File: src/core/tcoc_pkg.sv
// Constants, register map and carrier types of the timer compare output block.
// Assumes a 16-bit register port and a port pin block on the same system clock.
package tcoc_pkg;

  localparam int ADDR_W = 4;
  localparam int DATA_W = 16;
  localparam int NUM_CH = 3;
  localparam int NUM_FLAGS = 5;
  localparam int PRE_W = 10;

  // Register offsets, one 16-bit register each
  localparam logic [3:0] REG_CONTROL = 4'h0;
  localparam logic [3:0] REG_OUT_MODE = 4'h1;
  localparam logic [3:0] REG_FORCE = 4'h2;
  localparam logic [3:0] REG_COUNTER = 4'h3;
  localparam logic [3:0] REG_COMPARE_A = 4'h4;
  localparam logic [3:0] REG_COMPARE_B = 4'h5;
  localparam logic [3:0] REG_COMPARE_C = 4'h6;
  localparam logic [3:0] REG_CAPTURE = 4'h7;
  localparam logic [3:0] REG_FLAGS = 4'h8;
  localparam logic [3:0] REG_OUT_BITS = 4'h9;

  // Field positions
  localparam int CTRL_MODE_LSB = 0;
  localparam int CTRL_CLK_LSB = 4;
  localparam int FLAG_OVF_BIT = 0;
  localparam int FLAG_CMP_LSB = 1;
  localparam int FLAG_CAP_BIT = 4;

  // Waveform modes handled as non-PWM
  localparam logic [3:0] MODE_NORMAL = 4'h0;
  localparam logic [3:0] MODE_CTC_A = 4'h4;
  localparam logic [3:0] MODE_CTC_CAP = 4'hC;

  // Clock select codes and prescaler masks (factor minus one)
  localparam logic [2:0] CS_STOP = 3'h0;
  localparam logic [2:0] CS_DIV1 = 3'h1;
  localparam logic [2:0] CS_DIV8 = 3'h2;
  localparam logic [2:0] CS_DIV64 = 3'h3;
  localparam logic [2:0] CS_DIV256 = 3'h4;
  localparam logic [2:0] CS_DIV1024 = 3'h5;
  localparam logic [9:0] PRE_MASK_1 = 10'h000;
  localparam logic [9:0] PRE_MASK_8 = 10'h007;
  localparam logic [9:0] PRE_MASK_64 = 10'h03F;
  localparam logic [9:0] PRE_MASK_256 = 10'h0FF;
  localparam logic [9:0] PRE_MASK_1024 = 10'h3FF;

  // Reset values and extremes
  localparam logic [15:0] COUNT_RST = 16'h0000;
  localparam logic [15:0] COUNT_MAX = 16'hFFFF;
  localparam logic [15:0] REG_RST = 16'h0000;

  // Non-PWM match actions of channel_output_mode
  typedef enum logic [1:0] {
    TCOC_OM_NONE   = 2'b00,
    TCOC_OM_TOGGLE = 2'b01,
    TCOC_OM_CLEAR  = 2'b10,
    TCOC_OM_SET    = 2'b11
  } tcoc_out_mode_type;

  typedef struct packed {
    logic [3:0]  addr;
    logic [15:0] wdata;
    logic        wr;
    logic        rd;
  } tcoc_bus_req_type;

  typedef struct packed {
    logic [2:0] value;
    logic [2:0] oe_n;
  } tcoc_pin_type;

endpackage : tcoc_pkg

File: src/core/tcoc_timer_compare_output.sv
// 16-bit timer with compare output units, normal and clear-on-match counting.
// Assumes a register master on sys_clk and port pin logic on sys_clk.
// Function
// - Nonzero output mode replaces the port value with the compare output bit.
// - Pin direction bit still decides whether the pin drives.
// - Reset clears every compare output bit.
// - Compare output bit can be set while the pin is not driving.
// - Output mode has no influence on capture.
// - Output mode zero leaves the compare output bit unchanged on matches.
// - New output mode acts at once: the pin source switches in the cycle after the write.
// - Force strobe applies the output action at once in non-PWM modes.
// - Only the waveform mode sets the counting sequence.
// - PWM modes pick polarity; non-PWM modes pick set, clear or toggle.
// - Normal mode only increments and wraps from FFFF to 0000.
// - Normal mode sets overflow flag as the counter becomes zero.
// - Counting only sets overflow; interrupt acknowledge clears it.
// - Counter writes are accepted at any time in normal mode.
// - Clear-on-match clears at top: compare A in mode 4, capture in 12.
// - Reaching top sets compare A flag or capture flag, matching the top source.
// - Top writes act unbuffered; a top below count wraps through FFFF first.
// - Toggle mode in clear-on-match toggles channel A bit on each match.
// - Toggle frequency follows prescaler 1, 8, 64, 256 or 1024 and compare value.
// - Clear-on-match sets overflow flag as the counter passes MAX to zero.
// - Forced compare touches no flag and no counter.
// - A match sets the compare flag; writing one clears it.
// - A counter write suppresses matches at the next timer tick.
`timescale 1ns/1ps

module tcoc_timer_compare_output (
  input  wire logic                      sys_clk,
  input  wire logic                      sys_rst,
  input  wire tcoc_pkg::tcoc_bus_req_type bus_req,
  output logic [15:0]                    bus_rdata,
  input  wire logic [2:0]                port_value,
  input  wire logic [2:0]                pin_direction_bit,
  input  wire logic                      capture_event,
  input  wire logic [4:0]                flag_int_ack,
  output tcoc_pkg::tcoc_pin_type         pin_drive,
  output logic [2:0]                     compare_output_bit,
  output logic [4:0]                     flag_status
);

  // Software registers
  logic [3:0]  waveform_mode;
  logic [2:0]  clock_select;
  logic [5:0]  channel_output_mode;
  logic [15:0] counter_value;
  logic [15:0] channel_compare_value [tcoc_pkg::NUM_CH];
  logic [15:0] capture_register;
  logic [4:0]  flags;

  // Timer internals
  logic [9:0]  pre_count;
  logic        match_block;

  // Decoded bus strobes
  wire wr_control  = bus_req.wr && (bus_req.addr == tcoc_pkg::REG_CONTROL);
  wire wr_out_mode = bus_req.wr && (bus_req.addr == tcoc_pkg::REG_OUT_MODE);
  wire wr_force    = bus_req.wr && (bus_req.addr == tcoc_pkg::REG_FORCE);
  wire wr_counter  = bus_req.wr && (bus_req.addr == tcoc_pkg::REG_COUNTER);
  wire wr_capture  = bus_req.wr && (bus_req.addr == tcoc_pkg::REG_CAPTURE);
  wire wr_flags    = bus_req.wr && (bus_req.addr == tcoc_pkg::REG_FLAGS);

  // Mode decode
  wire mode_normal  = waveform_mode == tcoc_pkg::MODE_NORMAL;
  wire mode_ctc_a   = waveform_mode == tcoc_pkg::MODE_CTC_A;
  wire mode_ctc_cap = waveform_mode == tcoc_pkg::MODE_CTC_CAP;
  wire mode_ctc     = mode_ctc_a || mode_ctc_cap;
  wire non_pwm      = mode_normal || mode_ctc;

  // Prescaler: timer tick once per N system clocks
  wire [9:0] pre_mask =
    (clock_select == tcoc_pkg::CS_DIV1)    ? tcoc_pkg::PRE_MASK_1 :
    (clock_select == tcoc_pkg::CS_DIV8)    ? tcoc_pkg::PRE_MASK_8 :
    (clock_select == tcoc_pkg::CS_DIV64)   ? tcoc_pkg::PRE_MASK_64 :
    (clock_select == tcoc_pkg::CS_DIV256)  ? tcoc_pkg::PRE_MASK_256 :
                                             tcoc_pkg::PRE_MASK_1024;
  wire running = (clock_select != tcoc_pkg::CS_STOP) &&
                 (clock_select <= tcoc_pkg::CS_DIV1024);
  wire tick    = running && ((pre_count & pre_mask) == pre_mask);
  wire [9:0] next_pre_count = running ? pre_count + 10'h001 : 10'h000;

  // Top of the clear-on-match sequence, compared unbuffered
  wire [15:0] top_value = mode_ctc_cap ? capture_register
                                       : channel_compare_value[0];
  wire top_hit = tick && !match_block && mode_ctc &&
                 (counter_value == top_value);

  // Counter: software write wins over counting at any time
  wire [15:0] count_inc = counter_value + 16'h0001;
  wire [15:0] next_counter_value =
    wr_counter ? bus_req.wdata :
    !tick      ? counter_value :
    top_hit    ? tcoc_pkg::COUNT_RST :
                 count_inc;

  // Overflow whenever a tick moves MAX to zero
  wire overflow_set = tick && !wr_counter &&
                      (counter_value == tcoc_pkg::COUNT_MAX);

  // Block lasts until the next tick, even while stopped
  wire next_match_block = wr_counter ? 1'b1 :
                          tick       ? 1'b0 :
                                       match_block;

  // Capture unit is disabled while the capture register defines top
  wire capture_take = capture_event && !mode_ctc_cap;
  wire [15:0] next_capture_register =
    wr_capture   ? bus_req.wdata :
    capture_take ? counter_value :
                   capture_register;

  // Flags: set wins over a same-cycle clear
  logic [2:0] match;
  wire  [4:0] flag_set;
  wire  [4:0] flag_clear = (wr_flags ? bus_req.wdata[4:0] : 5'h00) |
                           flag_int_ack;
  assign flag_set[tcoc_pkg::FLAG_OVF_BIT] = overflow_set;
  assign flag_set[tcoc_pkg::FLAG_CMP_LSB +: tcoc_pkg::NUM_CH] = match;
  assign flag_set[tcoc_pkg::FLAG_CAP_BIT] = capture_take ||
                                            (top_hit && mode_ctc_cap);
  wire [4:0] next_flags = (flags & ~flag_clear) | flag_set;

  // Control fields; only waveform_mode shapes the counting sequence
  always_ff @(posedge sys_clk) begin
    if (sys_rst) begin
      waveform_mode <= 4'h0;
      clock_select  <= tcoc_pkg::CS_STOP;
    end else if (wr_control) begin
      waveform_mode <= bus_req.wdata[tcoc_pkg::CTRL_MODE_LSB +: 4];
      clock_select  <= bus_req.wdata[tcoc_pkg::CTRL_CLK_LSB +: 3];
    end
  end

  // Not double buffered: a new field is seen by the very next match
  always_ff @(posedge sys_clk) begin
    if (sys_rst) begin
      channel_output_mode <= 6'h00;
    end else if (wr_out_mode) begin
      channel_output_mode <= bus_req.wdata[5:0];
    end
  end

  always_ff @(posedge sys_clk) begin
    if (sys_rst) begin
      counter_value <= tcoc_pkg::COUNT_RST;
    end else begin
      counter_value <= next_counter_value;
    end
  end

  always_ff @(posedge sys_clk) begin
    if (sys_rst) begin
      capture_register <= tcoc_pkg::REG_RST;
    end else begin
      capture_register <= next_capture_register;
    end
  end

  always_ff @(posedge sys_clk) begin
    if (sys_rst) begin
      flags <= 5'h00;
    end else begin
      flags <= next_flags;
    end
  end

  always_ff @(posedge sys_clk) begin
    if (sys_rst) begin
      pre_count <= 10'h000;
    end else begin
      pre_count <= next_pre_count;
    end
  end

  always_ff @(posedge sys_clk) begin
    if (sys_rst) begin
      match_block <= 1'b0;
    end else begin
      match_block <= next_match_block;
    end
  end

  // Enum names used inside the generate
  localparam tcoc_pkg::tcoc_out_mode_type TCOC_OM_NONE_C   = tcoc_pkg::TCOC_OM_NONE;
  localparam tcoc_pkg::tcoc_out_mode_type TCOC_OM_TOGGLE_C = tcoc_pkg::TCOC_OM_TOGGLE;
  localparam tcoc_pkg::tcoc_out_mode_type TCOC_OM_CLEAR_C  = tcoc_pkg::TCOC_OM_CLEAR;
  localparam tcoc_pkg::tcoc_out_mode_type TCOC_OM_SET_C    = tcoc_pkg::TCOC_OM_SET;

  // Per-channel compare unit and pin override
  for (genvar ch = 0; ch < tcoc_pkg::NUM_CH; ch++) begin : g_ch
    wire [1:0] mode_bits = channel_output_mode[2 * ch +: 2];
    wire       wr_cmp    = bus_req.wr &&
                           (bus_req.addr == tcoc_pkg::REG_COMPARE_A + 4'(ch));
    wire       forced    = wr_force && bus_req.wdata[ch] && non_pwm;
    wire       act       = match[ch] || forced;
    logic      next_bit;

    // Matches only on a tick, and never in the tick after a counter write
    assign match[ch] = tick && !match_block &&
                       (counter_value == channel_compare_value[ch]);

    always_comb begin
      next_bit = compare_output_bit[ch];
      if (act && non_pwm) begin
        unique case (mode_bits)
          TCOC_OM_TOGGLE_C: next_bit = ~compare_output_bit[ch];
          TCOC_OM_CLEAR_C:  next_bit = 1'b0;
          TCOC_OM_SET_C:    next_bit = 1'b1;
          TCOC_OM_NONE_C:   next_bit = compare_output_bit[ch];
        endcase
      end else if (act) begin
        // Polarity only; nothing in this block makes a bottom-of-cycle edge
        unique case (mode_bits)
          TCOC_OM_CLEAR_C:  next_bit = 1'b1;
          TCOC_OM_SET_C:    next_bit = 1'b0;
          TCOC_OM_TOGGLE_C: next_bit = compare_output_bit[ch];
          TCOC_OM_NONE_C:   next_bit = compare_output_bit[ch];
        endcase
      end
    end

    always_ff @(posedge sys_clk) begin
      if (sys_rst) begin
        compare_output_bit[ch] <= 1'b0;
      end else begin
        compare_output_bit[ch] <= next_bit;
      end
    end

    // Unbuffered in the non-PWM modes: a write is compared at once
    always_ff @(posedge sys_clk) begin
      if (sys_rst) begin
        channel_compare_value[ch] <= tcoc_pkg::REG_RST;
      end else if (wr_cmp) begin
        channel_compare_value[ch] <= bus_req.wdata;
      end
    end

    // Override the port value; direction still comes from the port
    assign pin_drive.value[ch] = (mode_bits != 2'b00) ? compare_output_bit[ch]
                                                      : port_value[ch];
    assign pin_drive.oe_n[ch]  = ~pin_direction_bit[ch];
  end

  // Register images, zero-padded to the bus width
  wire [15:0] img_control  = {9'h000, clock_select, waveform_mode};
  wire [15:0] img_out_mode = {10'h000, channel_output_mode};
  wire [15:0] img_flags    = {11'h000, flags};
  wire [15:0] img_out_bits = {13'h0000, compare_output_bit};

  // Read selection; force register reads as zero, unmapped reads as zero
  wire [15:0] read_value =
    (bus_req.addr == tcoc_pkg::REG_CONTROL)   ? img_control :
    (bus_req.addr == tcoc_pkg::REG_OUT_MODE)  ? img_out_mode :
    (bus_req.addr == tcoc_pkg::REG_COUNTER)   ? counter_value :
    (bus_req.addr == tcoc_pkg::REG_COMPARE_A) ? channel_compare_value[0] :
    (bus_req.addr == tcoc_pkg::REG_COMPARE_B) ? channel_compare_value[1] :
    (bus_req.addr == tcoc_pkg::REG_COMPARE_C) ? channel_compare_value[2] :
    (bus_req.addr == tcoc_pkg::REG_CAPTURE)   ? capture_register :
    (bus_req.addr == tcoc_pkg::REG_FLAGS)     ? img_flags :
    (bus_req.addr == tcoc_pkg::REG_OUT_BITS)  ? img_out_bits :
                                                16'h0000;

  // Read data stands for exactly the cycle after the strobe
  always_ff @(posedge sys_clk) begin
    if (sys_rst) begin
      bus_rdata <= 16'h0000;
    end else begin
      bus_rdata <= bus_req.rd ? read_value : 16'h0000;
    end
  end

  assign flag_status = flags;

endmodule : tcoc_timer_compare_output

File: config.mk
export PLATFORM = sky130hd
export DESIGN_NAME = tcoc_timer_compare_output
export DESIGN_NICKNAME = d
export VERILOG_FILES = /design/src/core/tcoc_pkg.sv /design/src/core/tcoc_timer_compare_output.sv
export SDC_FILE = /design/constraint.sdc
export NUM_CORES = 1
export LEC_CHECK = 0
export ABC_AREA = 0
export BUFFER_PORTS_ARGS = -buffer_cell sky130_fd_sc_hd__buf_4
export CAP_MARGIN = 25
export CELL_PAD_IN_SITES_DETAIL_PLACEMENT = 2
export CELL_PAD_IN_SITES_GLOBAL_PLACEMENT = 2
export CORE_AREA = 2 2 139 141
export CTS_CLUSTER_SIZE = 28
export DETAILED_ROUTE_END_ITERATION = 6
export DIE_AREA = 0 0 141 143
export MAX_ROUTING_LAYER = met4
export PLACE_DENSITY_LB_ADDON = 0.1
export SKIP_LAST_GASP = 1
export SYNTH_ARGS = -nofsm -noshare
export SYNTH_HDL_FRONTEND = slang
export SYNTH_SLANG_ARGS = --single-unit
File: constraint.sdc
create_clock -name sys_clk -period 6.9 [get_ports sys_clk]
set_clock_uncertainty 0.1 [all_clocks]
set_input_delay 0 -clock sys_clk [delete_from_list [all_inputs] [get_ports sys_clk]]
set_output_delay 0 -clock sys_clk [all_outputs]
set_load 0.02 [all_outputs]
# ---- After elaboration in Yosys (flattened, before gate mapping)
# Memory sizes are Yosys's and may differ from the RTL's.
# Index checks and enable logic that the tools add are counted.
dict set report word_totals {
  n_memories 1
  word_cells 182
  register_bits 80
  out_inout_bits 30
  input_bits 36
  ram_bits 48
}
dict set report classes {
  n_bitwise 16
  magnitude_cmp 1
  n_addsub 2
  mux 51
  n_reduce_logical 62
  eq_ne 36
}
# memory depth word_bits rd rd_clocked_by_memory_dff write_ports line
set mem_list {}
lappend mem_list {channel_compare_value 3 16 3 0 3 tcoc_timer_compare_output.sv:48} ;# logic [15:0] channel_compare_value [tcoc_pkg::NUM_CH];
# op n
set ops {}
lappend ops {{two-way mux 16 bit} 14}
lappend ops {{equality test 16 bit} 4}
lappend ops {{two-way mux 10 bit} 4}
lappend ops {{logical AND 1 bit} 30}
lappend ops {{two-way mux 1 bit} 22}
lappend ops {{equality test 4 x 3 -> 1 bit (second input constant)} 5}
lappend ops {{adder 16 x 1 -> 16 bit (second input constant)} 1}
lappend ops {{equality test 16 bit (second input constant)} 1}
lappend ops {{nonzero test 2 bit} 8}
lappend ops {{two-way mux 7 bit} 2}
lappend ops {{equality test 2 bit (second input constant)} 6}
lappend ops {{equality test 4 bit (second input constant)} 3}
lappend ops {{adder 10 x 1 -> 10 bit (second input constant)} 1}
lappend ops {{bitwise AND 10 bit} 1}
lappend ops {{equality test 10 bit} 1}
lappend ops {{two-way mux 5 bit} 2}
lappend ops {{OR 5 bit} 2}
lappend ops {{OR reduction 2 bit} 5}
lappend ops {{one-hot mux 1 bit (3 select lines)} 3}
lappend ops {{AND reduction 3 bit} 3}
lappend ops {{equality test 4 x 2 -> 1 bit (second input constant)} 2}
lappend ops {{zero test 4 bit} 2}
lappend ops {{inverter 1 bit} 8}
lappend ops {{equality test 2 x 1 -> 1 bit (second input constant)} 3}
lappend ops {{17 further kinds} 35}

# ---- Depth between registers and ports, before layout
dict set report depth {
  ltp_word 14
  mapped_depth 10
  depth_no_buf 7
}

# ---- Worst setup path before layout
# No wires, ideal clock.
dict set report synth_path {
  path_kind {input to register}
  startpoint {input port bus_req[20] (netlist name)}
  endpoint {memory channel_compare_value[0][0] (enable)}
  path_buffers 3
  setup_ns 0.414
  slack_ns 4.310
  t_arrival_ns 2.075
  cell_stages 6
  required_time_ns 6.386
  path_cell_list {nor2b_1 > clkbuf_1 > nand2_1 > clkbuf_1 > buf_1 > o31ai_1}
}
# element line
set synth_lines {}
lappend synth_lines {{start, declared} tcoc_timer_compare_output.sv:32} ;# input wire tcoc_pkg::tcoc_bus_req_type bus_req,
lappend synth_lines {{end, declared} tcoc_timer_compare_output.sv:48}

# ---- Worst setup path in the final report
dict set report layout_path {
  startpoint {register counter_value[5]}
  endpoint {register flags[2], in the netlist flag_status[2]}
}
dict set report layout_via {
  elab_chain_cells 3
}
# element line
set layout_rtl {}
lappend layout_rtl {{start, declared} tcoc_timer_compare_output.sv:47} ;# logic [15:0] counter_value;
lappend layout_rtl {{start signal, assigned} tcoc_timer_compare_output.sv:146} ;# counter_value <= tcoc_pkg::COUNT_RST;
lappend layout_rtl {{start signal, assigned} tcoc_timer_compare_output.sv:148} ;# counter_value <= next_counter_value;
lappend layout_rtl {{equality test 16 bit} tcoc_timer_compare_output.sv:201} ;# (counter_value == channel_compare_value[ch]);
lappend layout_rtl {{logical AND 1 bit} tcoc_timer_compare_output.sv:200} ;# assign match[ch] = tick && !match_block &&
lappend layout_rtl {{OR 5 bit} tcoc_timer_compare_output.sv:122} ;# wire [4:0] next_flags = (flags & ~flag_clear) | flag_set;
lappend layout_rtl {{end signal, assigned} tcoc_timer_compare_output.sv:164} ;# flags <= next_flags;
lappend layout_rtl {{end, declared} tcoc_timer_compare_output.sv:50} ;# logic [4:0] flags;
# Every way passes these cells.
# A chain may end at the register's enable or synchronous reset.

==> impl_results.md <==
- Worst-Margin Slew: 1.057 ns
- Clock power share: between 40% and 50%
- DRC Markers: 0
- Total negative slack: 0 ns
- Remaining Overflow, GRT: 0
- Worst-path maximum fanout: 9
- Row cnt: 50
- Sink Count: between 100 and 150
- Seq/Total Area, Yosys: between 40% and 50%
- Logic gate share of total power: 12.1%
- Most common cell after layout, fill and taps aside: nor2_1
- Net Sw Frac: about 28%
- Max Cap Viol: 0
- Clock slew at reported path FFs: around 0.06 ns
- Hold Crit Class: input port to flop
- Core Box Area: 18580 µm²
- Die area: 20160 µm²
- CTS tree: yes
- Clock root buffer: clkbuf_16
- Worst hold stages: 2
- Post-cts sizing count: 0
- Initial antenna violation count: 0
- Final ANT Viol Nets: 0
- Post-synthesis area per instance: roughly 9.0 µm²
- Nets: 914
- Fmax: ~320 MHz
- Hold Crit Start: sys_rst
- LEAKAGE: roughly 3.3 nW
- Non-filler instance count after layout: 1123
- Vias in the first global route: around 7400
- First-pass GRT wire length: 46510 µm
- Clock Path Buffers: 2
- Number of inserted diodes: 0
- Reg2Reg Capture Point: flag_status[2]$_SDFF_PP0_
- Max Slew Vio Count: 0
- Gate Count Post-Synth: about 810
- H-tree depth: 4
- Flops & latches, synth: about 130
- Post-DP HPWL: 21340 µm
- Syn nets: 846
- Drt pass-1 iters: 5
- Peak VDD IR: around 0.00016 V
- Internal power: 1.420 mW
- Via count: roughly 7000
- Final min period: 3.107 ns
- Worst reg-to-reg setup slack: 3.79 ns
- Syn-to-layout area delta: 20.93%
- Tcrit/Tclk final: about 45%
- Unrepaired setup endpoints after global routing: false
- P per Cell Area: 223.6 nW/µm²
- Die Span Y: 143 µm
- Flop pwr share: about 44%
- Slew margin rel.: between 20% and 30%
- Distinct cells, synth: 72
- Hold path endpoint: channel_output_mode[0]$_SDFFE_PP0P_
- FFs w/ async S/R, synth: 0%
- Boundary pin count: 66
- Post-Syn Area: 7306 µm²
- Worst r2r src: counter_value[5]$_SDFFE_PP0P_
- Number of synthesized flops with an enable pin: 48
- Final hold violations: 0
- Fill count: ~2000
- Final Setup Violations: 0
- Critical Path AT: 3.37 ns
- First-iteration detailed-routing DRC count: between 500 and 600
- Initial Util: about two fifths
- Worst-skew pair later-pin latency: approximately 0.43 ns
- Largest net degree at the start of global routing: 65
- Die W: around 140 µm
- CTS Buf Count: 17
- R2r worst-path depth: 7
- CP Capture Type: flop
- Predominant post-synthesis flop cell: dfxtp_1
- Net switching power: approximately 560 µW
- # port buffers: 65
- DR vias/cell: approximately 6.2
- Status: completed
- Wirelength, routed: ~31000 µm
- CP Launch Type: flop
- Layout cells sized above 1: ~16%
- Req. time, crit path: just over 7 ns
- Inst Count DP: ~1100
- Synthesis warning total: 0
- GP Congestion: 0.9054
- Total GRT Usage: 31.92%
- Setup CP Type: flop to flop
- Commonest cells after routing, fill and taps aside: nor2_1, dfxtp_1, buf_4
- Routed len/inst: around 27 µm
area by class of cell:
type                    instances  area (µm²)  share of cell area (%)
multi-input cells             603        3975                   44.99
flip-flops and latches        128        3043                   34.44
repair buffers                108       898.4                   10.17
clock buffers                  21       483.0                   5.467
well taps                     234       292.8                   3.314
clock inverters                11       75.07                  0.8497
inverters                      18       67.56                  0.7648
registers in the layout (all words and copies together) (netlist names):
signal                 cells
waveform_mode              4
channel_compare_value     48
compare_output_bit         3
flag_status                5
match_block                1
channel_output_mode        6
capture_register          16
bus_rdata                 16
counter_value             16
clock_select               3
pre_count                 10
worst max-delay path, stage by stage, from the launching register on:
cell and delay [ns]:
dfxtp_1 0.76, xor2_1 0.16, nor4_1 0.41, nand4_1 0.28
a211oi_1 0.59, a31oi_1 0.07, dlygate4sd3_1 0.59, nor2_1 0.08
routing by layer:
layer / GRT usage, % / part of all wire (%) / vias up / wire length, µm
li1: - / - / 3060 / -
met1: 41.50 / 43 / 3626 / 13260
met2: 51.19 / 48 / 250 / 14580
met3: 4.829 / 6.4 / 51 / 1952
met4: 10.95 / 2.4 / 0 / 745
met5: - / 0 / - / 0
stage by stage:
step | cell area [µm²] | util [%] | setup slack, ns | hold slack, ns | power [mW]
3_3_place_gp | 7944 | 42.75 | 3.993 | 0.1425 | 1.093
3_5_place_dp | 7954 | 42.81 | 3.835 | 0.1447 | 1.103
6_report | 8835 | 47.55 | 3.793 | 0.03093 | 1.975
2_1_floorplan | 7306 | - | 4.310 | -0.02336 | 0.9962
4_1_cts | 8802 | 47.37 | 3.715 | 0.01243 | 1.978
5_1_grt | 8835 | 47.55 | 3.722 | 0.04399 | 2.037
power by group through the flow:
stage | clock [mW] | sequential (mW) | combinational, mW
after CTS | 0.876 | 0.870 | 0.233
after global routing | 0.909 | 0.874 | 0.255
after detailed placement | 0 | 0.885 | 0.219
after floorplan | 0 | 0.855 | 0.141
final | 0.864 | 0.872 | 0.240
after global placement | 0 | 0.882 | 0.211
synthesized netlist by cell type, types with 5 or more instances:
cell / number / share of area, %
nor4_1: 17 / 1.5
mux2_2: 10 / 1.5
a31oi_1: 5 / 0.43
dfxtp_1: 80 / 22
nand3_1: 22 / 1.5
nand2b_1: 21 / 1.8
nand4_1: 14 / 1.2
buf_1: 6 / 0.31
edfxtp_1: 48 / 20
o22ai_1: 5 / 0.43
nor3_1: 14 / 0.96
a311oi_1: 17 / 2.0
nor2_1: 87 / 4.5
nor2b_1: 9 / 0.77
mux2i_1: 15 / 2.1
xnor2_1: 17 / 2.0
a21oi_1: 48 / 3.3
mux4_2: 11 / 3.4
inv_1: 18 / 0.92
nand2_1: 66 / 3.4
o32ai_1: 5 / 0.60
clkbuf_1: 46 / 2.4
a22oi_1: 13 / 1.3
o21ai_0: 37 / 2.5
or3_1: 6 / 0.51
xor2_1: 49 / 5.9
and3_1: 6 / 0.51
buf_2: 6 / 0.41
and2_1: 43 / 3.7
worst max path at each step:
stage / from / endpoint / slack (ns)
after global placement: bus_req[20] / capture_register[6]$_SDFFE_PP0P_ / 3.99
final: counter_value[5]$_SDFFE_PP0P_ / flag_status[2]$_SDFF_PP0_ / 3.79
after floorplan: bus_req[20] / channel_compare_value[0][0]$_SDFFCE_PN0P_ / 4.31
after global routing: counter_value[5]$_SDFFE_PP0P_ / flag_status[2]$_SDFF_PP0_ / 3.72
after detailed placement: bus_req[20] / capture_register[10]$_SDFFE_PP0P_ / 3.83
after CTS: bus_req[20] / capture_register[10]$_SDFFE_PP0P_ / 3.71
what timing repair did:
action / CTS / global route
setup buffers: 0 / 0
hold buffers: 29 / 0
hold endpoints to repair: 90 / 0
cells by family after synthesis:
group,count (synthesis),share of synthesized area [%]
compound gates,174,16.06
xor+xnor,66,7.912
mux,37,7.142
simple gates,324,22.73
flops,128,41.65
buf+inv,77,4.162
fa+ha+maj,2,0.3425
Power figures use the tool's default switching activity.
